==> src/core/nbi_pkg.sv <==
// Shared types and timing constants for the NAND bus host controller.
// Assumes a 100 MHz system clock; all pins are synchronous to it.
package nbi_pkg;
  localparam int          NBI_CLK_PERIOD_NS  = 10;
  localparam int          NBI_RECOVERY_NS    = 1000;
  localparam int          NBI_RECOVERY_CYC   = (NBI_RECOVERY_NS + NBI_CLK_PERIOD_NS - 1)
                                               / NBI_CLK_PERIOD_NS;
  localparam int          NBI_STROBE_LOW_CYC = 2;
  localparam int          NBI_STROBE_HI_CYC  = 2;
  localparam int          NBI_ADDR_CYCLES    = 3;
  localparam logic [1:0]  NBI_OP_CMD         = 2'h0;
  localparam logic [1:0]  NBI_OP_ADDR        = 2'h1;
  localparam logic [1:0]  NBI_OP_WDATA       = 2'h2;
  localparam logic [1:0]  NBI_OP_RDATA       = 2'h3;

  typedef struct packed {
    logic [1:0]  op;
    logic        hold_sel;
    logic [15:0] word;
  } nbi_req_s;

  typedef enum logic [4:0] {
    NBI_ST_RECOVER = 5'h01,
    NBI_ST_IDLE    = 5'h02,
    NBI_ST_LOW     = 5'h04,
    NBI_ST_HIGH    = 5'h08,
    NBI_ST_PUSH    = 5'h10
  } nbi_state_e;
endpackage

==> src/core/nbi_fifo.sv <==
// Synchronous FIFO with valid/ready on both sides.
// Assumes one clock and a synchronous active-high reset.
`timescale 1ns/1ps
`default_nettype none
module nbi_fifo #(
  parameter int WIDTH = 16,
  parameter int DEPTH = 16
) (
  input  wire logic             clk_i,
  input  wire logic             reset_i,
  input  wire logic [WIDTH-1:0] in_data_i,
  input  wire logic             in_valid_i,
  output logic                  in_ready_o,
  output logic      [WIDTH-1:0] out_data_o,
  output logic                  out_valid_o,
  input  wire logic             out_ready_i
);
  localparam int AW = $clog2(DEPTH);
  logic [WIDTH-1:0] mem [DEPTH];
  logic [AW-1:0]    wr_ptr;
  logic [AW-1:0]    rd_ptr;
  logic [AW:0]      count;
  logic [AW-1:0]    next_wr_ptr;
  logic [AW-1:0]    next_rd_ptr;
  logic [AW:0]      next_count;
  logic             push;
  logic             pop;

  always_comb begin
    push        = in_valid_i && (count != (AW+1)'(DEPTH));
    pop         = out_ready_i && (count != '0);
    next_wr_ptr = push ? wr_ptr + 1'b1 : wr_ptr;
    next_rd_ptr = pop ? rd_ptr + 1'b1 : rd_ptr;
    next_count  = count + (AW+1)'(push) - (AW+1)'(pop);
  end

  always_ff @(posedge clk_i) begin
    if (reset_i) begin
      wr_ptr <= '0;
      rd_ptr <= '0;
      count  <= '0;
    end else begin
      wr_ptr <= next_wr_ptr;
      rd_ptr <= next_rd_ptr;
      count  <= next_count;
    end
    if (push) begin
      mem[wr_ptr] <= in_data_i;
    end
  end

  assign in_ready_o  = (count != (AW+1)'(DEPTH));
  assign out_valid_o = (count != '0);
  assign out_data_o  = mem[rd_ptr];
endmodule
`default_nettype wire

==> src/core/nbi_host.sv <==
// Host controller that drives a NAND flash through its bus pins.
// Assumes synchronous pin inputs; read words are buffered in a FIFO.
`timescale 1ns/1ps
`default_nettype none
module nbi_host
  import nbi_pkg::*;
#(
  parameter int DATA_W     = 16,
  parameter int FIFO_DEPTH = 16
) (
  input  wire logic              clk_i,
  input  wire logic              reset_i,
  input  wire logic [18:0]       req_i,
  input  wire logic              req_valid_i,
  output logic                   req_ready_o,
  input  wire logic              write_enable_i,
  input  wire logic              spare_excl_i,
  output logic [DATA_W-1:0]      rd_data_o,
  output logic                   rd_valid_o,
  input  wire logic              rd_ready_i,
  output logic                   busy_o,
  output logic                   chip_select_n_o,
  output logic                   cmd_latch_sel_o,
  output logic                   addr_latch_sel_o,
  output logic                   input_strobe_n_o,
  output logic                   output_strobe_n_o,
  output logic                   program_lock_n_o,
  output logic                   spare_area_sel_o,
  output logic [DATA_W-1:0]      bus_o,
  output logic [DATA_W-1:0]      bus_oe_o,
  input  wire logic [DATA_W-1:0] bus_i,
  input  wire logic              busy_flag_n_i
);
  nbi_req_s         req;
  nbi_req_s         cur;
  nbi_req_s         next_cur;
  nbi_state_e       state;
  nbi_state_e       next_state;
  logic [9:0]       cnt;
  logic [9:0]       next_cnt;
  logic             next_ready;
  logic             next_cs_n;
  logic             next_cle;
  logic             next_ale;
  logic             next_we_n;
  logic             next_os_n;
  logic             next_lock_n;
  logic [DATA_W-1:0] next_bus;
  logic [DATA_W-1:0] next_oe;
  logic [DATA_W-1:0] cap;
  logic [DATA_W-1:0] next_cap;
  logic             push;
  logic             fifo_in_ready;
  logic             fifo_out_valid;
  logic [DATA_W-1:0] fifo_out_data;
  logic             next_rd_valid;
  logic [DATA_W-1:0] next_rd_data;
  logic             fifo_pop;

  assign req = nbi_req_s'(req_i);

  function automatic logic is_low_byte_op(input logic [1:0] op);
    return (op == NBI_OP_CMD) || (op == NBI_OP_ADDR);
  endfunction

  always_comb begin
    next_state  = state;
    next_cur    = cur;
    next_cnt    = (cnt != '0) ? cnt - 10'h001 : cnt;
    next_ready  = 1'b0;
    next_cs_n   = chip_select_n_o;
    next_cle    = cmd_latch_sel_o;
    next_ale    = addr_latch_sel_o;
    next_we_n   = input_strobe_n_o;
    next_os_n   = output_strobe_n_o;
    next_bus    = bus_o;
    next_oe     = bus_oe_o;
    next_cap    = cap;
    push        = 1'b0;
    // lock high only when writes enabled
    next_lock_n = (state != NBI_ST_RECOVER) && write_enable_i;
    case (state)
      NBI_ST_RECOVER: begin
        // wait out 1us with strobe high
        next_we_n = 1'b1;
        next_os_n = 1'b1;
        if (cnt == '0) begin
          next_state = NBI_ST_IDLE;
          next_ready = 1'b1;
        end
      end
      NBI_ST_IDLE: begin
        next_ready = 1'b1;
        if (!cur.hold_sel) begin
          next_cs_n = 1'b1;
        end
        next_cle = 1'b0;
        next_ale = 1'b0;
        next_oe  = '0;
        if (req_valid_i && req_ready_o) begin
          next_ready = 1'b0;
          next_cur   = req;
          next_cs_n  = 1'b0;
          next_cle   = (req.op == NBI_OP_CMD);
          next_ale   = (req.op == NBI_OP_ADDR);
          next_bus   = is_low_byte_op(req.op) ? {{(DATA_W-8){1'b0}}, req.word[7:0]}
                                              : req.word[DATA_W-1:0];
          next_oe    = (req.op == NBI_OP_RDATA) ? '0 : '1;
          next_cnt   = 10'(NBI_STROBE_LOW_CYC);
          next_state = NBI_ST_LOW;
        end
      end
      NBI_ST_LOW: begin
        if (cur.op == NBI_OP_RDATA) begin
          next_os_n = 1'b0;
        end else begin
          next_we_n = 1'b0;
        end
        // Sample only once the strobe has really been low for the full phase
        if (cnt == '0 && next_os_n == output_strobe_n_o && next_we_n == input_strobe_n_o) begin
          next_cap   = bus_i;
          next_we_n  = 1'b1;
          next_os_n  = 1'b1;
          next_cnt   = 10'(NBI_STROBE_HI_CYC);
          next_state = (cur.op == NBI_OP_RDATA) ? NBI_ST_PUSH : NBI_ST_HIGH;
        end
      end
      NBI_ST_PUSH: begin
        if (fifo_in_ready) begin
          push       = 1'b1;
          next_state = NBI_ST_HIGH;
        end
      end
      NBI_ST_HIGH: begin
        if (cnt == '0) begin
          next_state = NBI_ST_IDLE;
          next_ready = 1'b1;
        end
      end
      default: begin
        next_state = NBI_ST_IDLE;
      end
    endcase
  end

  always_ff @(posedge clk_i) begin
    if (reset_i) begin
      state             <= NBI_ST_RECOVER;
      cur               <= '0;
      cnt               <= 10'(NBI_RECOVERY_CYC);
      req_ready_o       <= 1'b0;
      chip_select_n_o   <= 1'b1;
      cmd_latch_sel_o   <= 1'b0;
      addr_latch_sel_o  <= 1'b0;
      input_strobe_n_o  <= 1'b1;
      output_strobe_n_o <= 1'b1;
      program_lock_n_o  <= 1'b0;
      bus_o             <= '0;
      bus_oe_o          <= '0;
      cap               <= '0;
    end else begin
      state             <= next_state;
      cur               <= next_cur;
      cnt               <= next_cnt;
      req_ready_o       <= next_ready;
      chip_select_n_o   <= next_cs_n;
      cmd_latch_sel_o   <= next_cle;
      addr_latch_sel_o  <= next_ale;
      input_strobe_n_o  <= next_we_n;
      output_strobe_n_o <= next_os_n;
      program_lock_n_o  <= next_lock_n;
      bus_o             <= next_bus;
      bus_oe_o          <= next_oe;
      cap               <= next_cap;
    end
  end

  // Sample pins straight into flops; busy is shared wired-AND
  always_ff @(posedge clk_i) begin
    if (reset_i) begin
      // any low means some device busy
      busy_o           <= 1'b0;
      spare_area_sel_o <= 1'b0;
    end else begin
      busy_o           <= !busy_flag_n_i;
      spare_area_sel_o <= spare_excl_i;
    end
  end

  nbi_fifo #(
    .WIDTH (DATA_W),
    .DEPTH (FIFO_DEPTH)
  ) u_fifo (
    .clk_i       (clk_i),
    .reset_i     (reset_i),
    .in_data_i   (cap),
    .in_valid_i  (push),
    .in_ready_o  (fifo_in_ready),
    .out_data_o  (fifo_out_data),
    .out_valid_o (fifo_out_valid),
    .out_ready_i (fifo_pop)
  );

  // Output skid register keeps rd_* straight from flops
  always_comb begin
    fifo_pop      = fifo_out_valid && (!rd_valid_o || rd_ready_i);
    next_rd_valid = rd_valid_o && !rd_ready_i;
    next_rd_data  = rd_data_o;
    if (fifo_pop) begin
      next_rd_valid = 1'b1;
      next_rd_data  = fifo_out_data;
    end
  end

  always_ff @(posedge clk_i) begin
    if (reset_i) begin
      rd_valid_o <= 1'b0;
      rd_data_o  <= '0;
    end else begin
      rd_valid_o <= next_rd_valid;
      rd_data_o  <= next_rd_data;
    end
  end

  latch_excl_a: assert property (@(posedge clk_i) disable iff (reset_i)
    !(cmd_latch_sel_o && addr_latch_sel_o)) else $error("both latch selects high");
  recover_quiet_a: assert property (@(posedge clk_i) disable iff (reset_i)
    state == NBI_ST_RECOVER |-> input_strobe_n_o && !req_ready_o) else $error("early command");
  recover_lock_a: assert property (@(posedge clk_i) disable iff (reset_i)
    state == NBI_ST_RECOVER |=> !program_lock_n_o || $past(state) != NBI_ST_RECOVER)
    else $error("lock released in recovery");
  strobe_sel_a: assert property (@(posedge clk_i) disable iff (reset_i)
    !input_strobe_n_o |-> !chip_select_n_o && output_strobe_n_o) else $error("strobe unselected");
  read_release_a: assert property (@(posedge clk_i) disable iff (reset_i)
    !output_strobe_n_o |-> bus_oe_o == '0 && input_strobe_n_o) else $error("bus driven on read");
  low_byte_a: assert property (@(posedge clk_i) disable iff (reset_i)
    (cmd_latch_sel_o || addr_latch_sel_o) && !input_strobe_n_o |-> bus_o[DATA_W-1:8] == '0)
    else $error("high byte used");
  out_pulse_a: assert property (@(posedge clk_i) disable iff (reset_i)
    $fell(output_strobe_n_o) |-> ##[1:4] output_strobe_n_o) else $error("read strobe stuck");
  lock_follow_a: assert property (@(posedge clk_i) disable iff (reset_i)
    state != NBI_ST_RECOVER && !write_enable_i |=> !program_lock_n_o) else $error("lock high");
  we_pulse_a: assert property (@(posedge clk_i) disable iff (reset_i)
    $fell(input_strobe_n_o) |-> ##[1:4] input_strobe_n_o) else $error("write strobe stuck");
  // write strobe low exactly two cycles
  we_width_a: assert property (@(posedge clk_i) disable iff (reset_i)
    $fell(input_strobe_n_o) |=> !input_strobe_n_o ##1 input_strobe_n_o)
    else $error("write strobe width wrong");
  hold_select_a: assert property (@(posedge clk_i) disable iff (reset_i)
    state == NBI_ST_IDLE && cur.hold_sel |-> !chip_select_n_o)
    else $error("select dropped during hold");
  busy_follow_a: assert property (@(posedge clk_i) disable iff (reset_i)
    1'b1 |=> busy_o == !$past(busy_flag_n_i))
    else $error("busy not following line");
  rd_stand_a: assert property (@(posedge clk_i) disable iff (reset_i)
    rd_valid_o && !rd_ready_i |=> rd_valid_o && $stable(rd_data_o))
    else $error("read word dropped");
  cmd_cover: cover property (@(posedge clk_i) $rose(input_strobe_n_o) && cmd_latch_sel_o);
  addr_cover: cover property (@(posedge clk_i) $rose(input_strobe_n_o) && addr_latch_sel_o);
  read_cover: cover property (@(posedge clk_i) rd_valid_o && rd_ready_i);
  hold_cover: cover property (@(posedge clk_i) state == NBI_ST_IDLE && cur.hold_sel && busy_o);
  stall_cover: cover property (@(posedge clk_i) state == NBI_ST_PUSH && !fifo_in_ready);
endmodule
`default_nettype wire

==> config.mk <==
export PLATFORM = sky130hd
export DESIGN_NAME = nbi_host
export DESIGN_NICKNAME = d
export VERILOG_FILES = /design/src/core/nbi_pkg.sv /design/src/core/nbi_fifo.sv /design/src/core/nbi_host.sv
export SDC_FILE = /design/constraint.sdc
export NUM_CORES = 1
export LEC_CHECK = 0
export BUFFER_PORTS_ARGS = -buffer_cell sky130_fd_sc_hd__buf_4
export CAP_MARGIN = 20
export CORE_MARGIN = 2
export CORE_UTILIZATION = 60
export CTS_BUF_LIST = sky130_fd_sc_hd__clkbuf_16
export CTS_CLUSTER_SIZE = 14
export DETAILED_ROUTE_END_ITERATION = 10
export GPL_ROUTABILITY_DRIVEN = 1
export PLACE_DENSITY = 0.85
export SLEW_MARGIN = 10
export SYNTH_ARGS = -nofsm -noshare
export SYNTH_HDL_FRONTEND = slang
export SYNTH_SLANG_ARGS = --single-unit
==> constraint.sdc <==
create_clock -name clk_i -period 5.29 [get_ports clk_i]
set_clock_uncertainty 0.05 [all_clocks]
set_input_delay 0.2645 -clock clk_i [delete_from_list [all_inputs] [get_ports clk_i]]
set_output_delay 0.2645 -clock clk_i [all_outputs]
set_load 0.005 [all_outputs]
### Word-level counts from Yosys, hierarchy flattened

Memory sizes are Yosys's and may differ from the RTL's. A register that Yosys moved wholly into a read port is not among the register bits.
Index checks and enable logic that the tools add are counted.

| storage, ports and cells | value |
|---|---|
| register bits | 89 |
| bits in latches | 0 |
| bits in writable memories | 256 |
| memory bits (read-only) | 0 |
| bits of input ports | 42 |
| output and inout bits | 58 |
| logic and storage cells | 99 |
| memories | 1 |

| operators by class | value |
|---|---|
| $add $sub $neg | 5 |
| multiply operators | 0 |
| div/mod/pow operators | 0 |
| order comparisons | 0 |
| equality and inequality tests | 17 |
| shifts and indexed selects | 0 |
| multiplexer cells | 33 |
| bitwise logic cells | 0 |
| reduce and logical (&&, ||, !) cells | 23 |

Memories:

| name | depth | bits a word | rd ports | clocked after memory_dff | write ports | line | RTL |
|---|---|---|---|---|---|---|---|
| u_fifo.mem | 16 | 16 | 1 | 1 | 1 | nbi_fifo.sv:19 | `logic [WIDTH-1:0] mem [DEPTH];` |

Operators with widths:

| operator | number |
|---|---|
| $mux W16 | 3 |
| $mux W10 | 3 |
| $mux W5 | 5 |
| $pmux W10 S2 | 1 |
| $pmux W5 S4 | 1 |
| $mux W1 | 17 |
| $logic_not A10 Y1 | 1 |
| $reduce_bool A10 Y1 | 1 |
| $sub A10 B1 Y10 const B | 1 |
| $add A4 B1 Y4 const B | 2 |
| $logic_and A1 B1 Y1 | 8 |
| $ne A2 B2 Y1 const B | 3 |
| $pmux W1 S2 | 3 |
| $reduce_and A2 Y1 | 3 |
| $add A5 B1 Y5 | 1 |
| $eq A5 B1 Y1 const B | 1 |
| $eq A5 B2 Y1 const B | 1 |
| $eq A5 B3 Y1 const B | 1 |
| $eq A5 B4 Y1 const B | 1 |
| $eq A5 B5 Y1 const B | 1 |
| $ne A5 B1 Y1 const B | 1 |
| $ne A5 B5 Y1 const B | 1 |
| $reduce_bool A5 Y1 | 1 |
| $sub A5 B1 Y5 | 1 |
| other kinds (10) | 16 |

### Depth between registers and ports, before layout

| depth | value |
|---|---|
| depth in word-level cells | 8 |
| depth in mapped cells | 16 |
| gate-level depth less buffers | 14 |

### By module

Synthesis repeated with hierarchy kept, for this count alone.

| unflattened totals | value |
|---|---|
| cell total of the unflattened synthesis | 868 |
| area, all modules | 13666.9 sq um |

Modules (own cells, without submodules):

| module | instances | cells each | area each (sq um) | sequential area each (sq um) |
|---|---|---|---|---|
| nbi_fifo | 1 | 506 | 10538.9 | 8027.7 |
| nbi_host | 1 | 362 | 3128.0 | 1541.5 |

### Worst setup path before layout

OpenSTA, ideal clock, no wires.

| path | value |
|---|---|
| kind | register -> register |
| from | register u_fifo.count[2] |
| to | memory u_fifo.mem[3][0], enable pin |
| library setup time | 0.409 ns |
| arrival | 2.494 ns |
| data required time | 4.831 ns |
| path slack | 2.336 ns |
| cell stages (with the launch flop) | 8 |
| buffers on the path | 1 |
| period minus slack after synthesis | 2.954 ns |
| path through | dfxtp_1 > inv_1 > ha_1 > nor4bb_1 > and4b_1 > clkbuf_1 > nand2_1 > nor3_1 |

| on the way | value |
|---|---|
| word-level cells in the longest chain between the ends | 6 |

Ends and longest elaborated chain:

| what | line | RTL |
|---|---|---|
| from (decl) | nbi_fifo.sv:22 | `logic [AW:0] count;` |
| from (signal assigned) | nbi_fifo.sv:45 | `count <= next_count;` |
| $ne A5 B5 Y1 * | nbi_fifo.sv:30, nbi_fifo.sv:52 |  |
| $mux W1 | nbi_host.sv:129 | `if (fifo_in_ready) begin` |
| $mux W1 | nbi_host.sv:82 | `case (state)` |
| $logic_and A1 B1 Y1 * | nbi_fifo.sv:30 | `push = in_valid_i && (count != (AW+1)'(DEPTH));` |
| named net u_fifo.push | nbi_fifo.sv:26 | `logic push;` |
| $mux W1 * | nbi_fifo.sv:47 | `if (push) begin` |
| $mux W1 (implied by the code) * | nbi_fifo.sv:48 | `mem[wr_ptr] <= in_data_i;` |
| to (decl) | nbi_fifo.sv:19 |  |

Mark *: on every way through the listed nets, which the timed path passes. The rest lies on a longest branch.

### Worst setup path in the final report

| path | value |
|---|---|
| from | register u_fifo.count[2] |
| to | register u_fifo.count[4] |

| on the way | value |
|---|---|
| word-level cells in the longest chain between the ends | 6 |
| elaborated cells on any way between the ends | 9 |
| those cells by class | add/sub (2); eq/ne (1); mux (2); reduce/logical (4) |

Ends and longest elaborated chain:

| what | line | RTL |
|---|---|---|
| $ne A5 B5 Y1 | nbi_fifo.sv:30, nbi_fifo.sv:52 |  |
| $mux W1 | nbi_host.sv:129 |  |
| $mux W1 | nbi_host.sv:82 |  |
| $logic_and A1 B1 Y1 | nbi_fifo.sv:30 |  |
| $add A5 B1 Y5 | nbi_fifo.sv:34 | `next_count = count + (AW+1)'(push) - (AW+1)'(pop);` |
| $sub A5 B1 Y5 * | nbi_fifo.sv:34 |  |

Mark *: on every way between the ends. The rest lies on a longest branch, timed or not.
A chain may end at the register's enable or synchronous reset.

==> results.toml <==
[synth]
yosys-top-cells-area = "edfxtp_1 58%, dfxtp_1 13%, mux4_2 11%"
post_synth.cell_area_avg_um2 = 16.0
synth.distinct_cells = 49
synth-seq-cells = 346
syn_inst = 836
synth-edff-count = 256
yosysTopAreaCellShare_pct = 57.5
synth_common_cells = "256 x edfxtp_1, 90 x dfxtp_1, 90 x nand2_1, 64 x mux4_2, 51 x a21oi_1"
async_flop_share_pct = 0
synth.most_common_cell = "edfxtp_1"
ys_seq_area_share_pct = 71.0
synth_area_leader_cell = "edfxtp_1"
synth_ff_type = "edfxtp_1"
yosysWarnings = 0
syn_nets = 891
netlist_area_mm2 = 0.0134

[drt]
antenna_left = 0
vias = 8056
drtIter0Drc = 689
drt-wirelength-per-cell_um = 24.0
viasPerCell = 6.31
totalWireLength_mm = 30.7
drc_errors = 0
firstDrtPassIters = 7

[die]
die_y_um = 153
initial_core_util_pct = 61.2
dieWidth_um = 153
ioPinCount = 100
die_area_mm2 = 0.0235
rows = 54
core_region_area_mm2 = 0.0218

[final_layout]
diodes = 0
fin_nets = 1025
final_cells = 1277
final_layout_size_suffix_gt1_share_pct = 27.0
syn_to_final_growth_pct = 18.7
post-route-util_pct = 72.7

[sta]
finalSetupViolCount = 0
worst_slack_ns = 2.21
worst_slew_pin_slew_ns = 1.04
fmax_mhz = 325
max-slew-margin-rel_pct = 30.7
maxSlewViolCount = 0
rsz0062_at_grt = "false"
fin_tns_setup_ns = 0
finalCriticalPeriod_ns = 3.08
hold_viol_final = 0
period_share_pct = 58.2

[critical_path]
cp-start-kind = "flip-flop"
rrSetupSlack_ns = 2.21
setup.worst_path.class = "flip-flop to flip-flop"
cp.required_ns = 5.67
crit_arrival_ns = 3.45
crit_top_cell = "inv_1"
path_cells = "inv_1 > ha_1 > nor4b_1 > nor2b_2 > buf_4 > ha_1 > inv_1 > ha_1 > inv_1 > fa_1 > inv_1 > a21oi_1 > nor2_1 > or3_1 > a21oi_1"
cp-end-kind = "flip-flop"
cpMaxStageDelayCell = "nor4b_1"
worst-path-buf-inv = 5
critPathTopFamily = "simple AND/OR/NAND/NOR gates"
path_max_fanout = 38
critPathMaxStageDelay_ns = 0.42

[global_routing]
grt_max_degree = 85
overflow = 0
gr-usage-all-layers_pct = 26.3
grt_pass1_vias = 8273
antenna_found_initial = 0
grt_pass1_wl_mm = 47.2

[placement]
dpl_worst_slack_ns = 2.24
gp_congestion = 0.753
portBuffers = 99
dp.cells = 1175
place_hpwl_mm = 16.2

[clocking]
root_buffer = "clkbuf_16"
cts_max_level = 2
numCtsBuffers = 35
clock_latency_ns = 0.52
cts_tree = "done"
cts.sinks = 346
cts_setup_buffers = 0
path_clk_slew_ns = 0.07
cts_resized = 0
clockBufferDepth = 3

[flow_run]
drv_cap = 0

[pwr]
powerDensity_mw_per_mm2 = 446
p_leak_nw = 5.49
ir_drop_uv = 350
power_w = 0.00708

[worst_hold_path]
hold_class = "input port to flip-flop"

[run_status]
status = "completed"
## layout make-up
class,count,area (um^2)
well taps,280,350
fillers,1209,5950
clock inverters,28,249
repair buffers,158,1280
clock buffers,36,901
inverters,14,52.6
multi-input cells,415,3550
flip-flops and latches,346,9490
## cell families (layout without fill, tap and decap cells)
family	count (synthesis)	in the layout	share of synthesized area, %
and+or+nand+nor	187	187	6.47
adders and majority gates	13	13	1.27
xor gates and xnor gates	14	14	0.917
DFF	346	346	71.0
muxes	83	83	12.4
buffers and inverters	75	236	2.64
AOI/OAI and AO/OA	118	118	5.35
## cell usage in the layout, fill, tap and decap left out, drive strengths merged, types with 3 or more instances in the layout
master,netlist,routed
mux2,16,16
nand2b,6,6
buf,30,121
a21o,4,4
dfxtp,90,90
nand2,90,90
bufinv,0,4
o21ai,5,5
o22ai,32,32
or4,3,3
or2,3,3
mux2i,3,3
xor2,8,8
clkinv,0,13
nand3,12,12
nor2b,4,4
clkbuf,31,36
ha,12,12
or3,5,5
edfxtp,256,256
xnor2,6,6
nand4,4,4
nor4,4,4
dlygate4sd3,0,37
a21oi,51,51
a211oi,17,17
nor3,6,6
mux4,64,64
nor2,39,39
inv,14,24
## where the power goes
group          switching (W)  internal, W
logic               0.000638     0.000741
registers           0.000233      0.00300
clock network        0.00102      0.00144
## what timing repair did
action,CTS,global route
setup endpoints to repair,0,0
hold buffers,37,0
hold endpoints to repair,37,0
## per-stage QoR
step	cell area [um^2]	hold slack [ns]
2_1_floorplan	13400	0.287
3_3_place_gp	14300	0.370
3_5_place_dp	14300	0.373
4_1_cts	15900	0.00220
5_1_grt	15900	0.0201
6_report	15900	0.00841
## layer usage
metal / vias up / global-route usage, % / part of all wire [%]
met1: 4015 / 34.9 / 38
li1: 3477 / - / -
met3: 67 / 5.47 / 9.1
met5: - / 0 / 0
met4: 0 / 8.02 / 2.1
met2: 497 / 44.4 / 51
## registers in the layout, indices dropped and copies added (netlist names)
name,flops
u_fifo.mem,256
bus_o,16
cap,16
rd_data_o,16
cnt,10
state,5
u_fifo.count,5
u_fifo.rd_ptr,4
u_fifo.wr_ptr,4
cur,3
addr_latch_sel_o,1
bus_oe_o,1
busy_o,1
chip_select_n_o,1
cmd_latch_sel_o,1
input_strobe_n_o,1
output_strobe_n_o,1
program_lock_n_o,1
rd_valid_o,1
req_ready_o,1
spare_area_sel_o,1
## final timing paths
path	startpoint	cells after the start	endpoint
worst min-delay path	req_i[11]	3	bus_o[11]$_SDFFE_PP0P_
worst min register to register	bus_o[14]$_SDFFE_PP0P_	2	bus_o[14]$_SDFFE_PP0P_
worst max-delay path	u_fifo.count[2]$_SDFF_PP0_	15	u_fifo.count[4]$_SDFF_PP0_
worst max register to register	u_fifo.count[2]$_SDFF_PP0_	15	u_fifo.count[4]$_SDFF_PP0_
## worst register-to-register path, stage by stage (launching register included)
cell and delay, ns:
dfxtp_1 0.31, inv_1 0.09, ha_1 0.18, nor4b_1 0.42
nor2b_2 0.08, buf_4 0.27, ha_1 0.34, inv_1 0.04
ha_1 0.19, inv_1 0.08, fa_1 0.20, inv_1 0.05
a21oi_1 0.16, nor2_1 0.06, or3_1 0.35, a21oi_1 0.14
Note: power is estimated with default switching activity, not from simulation.
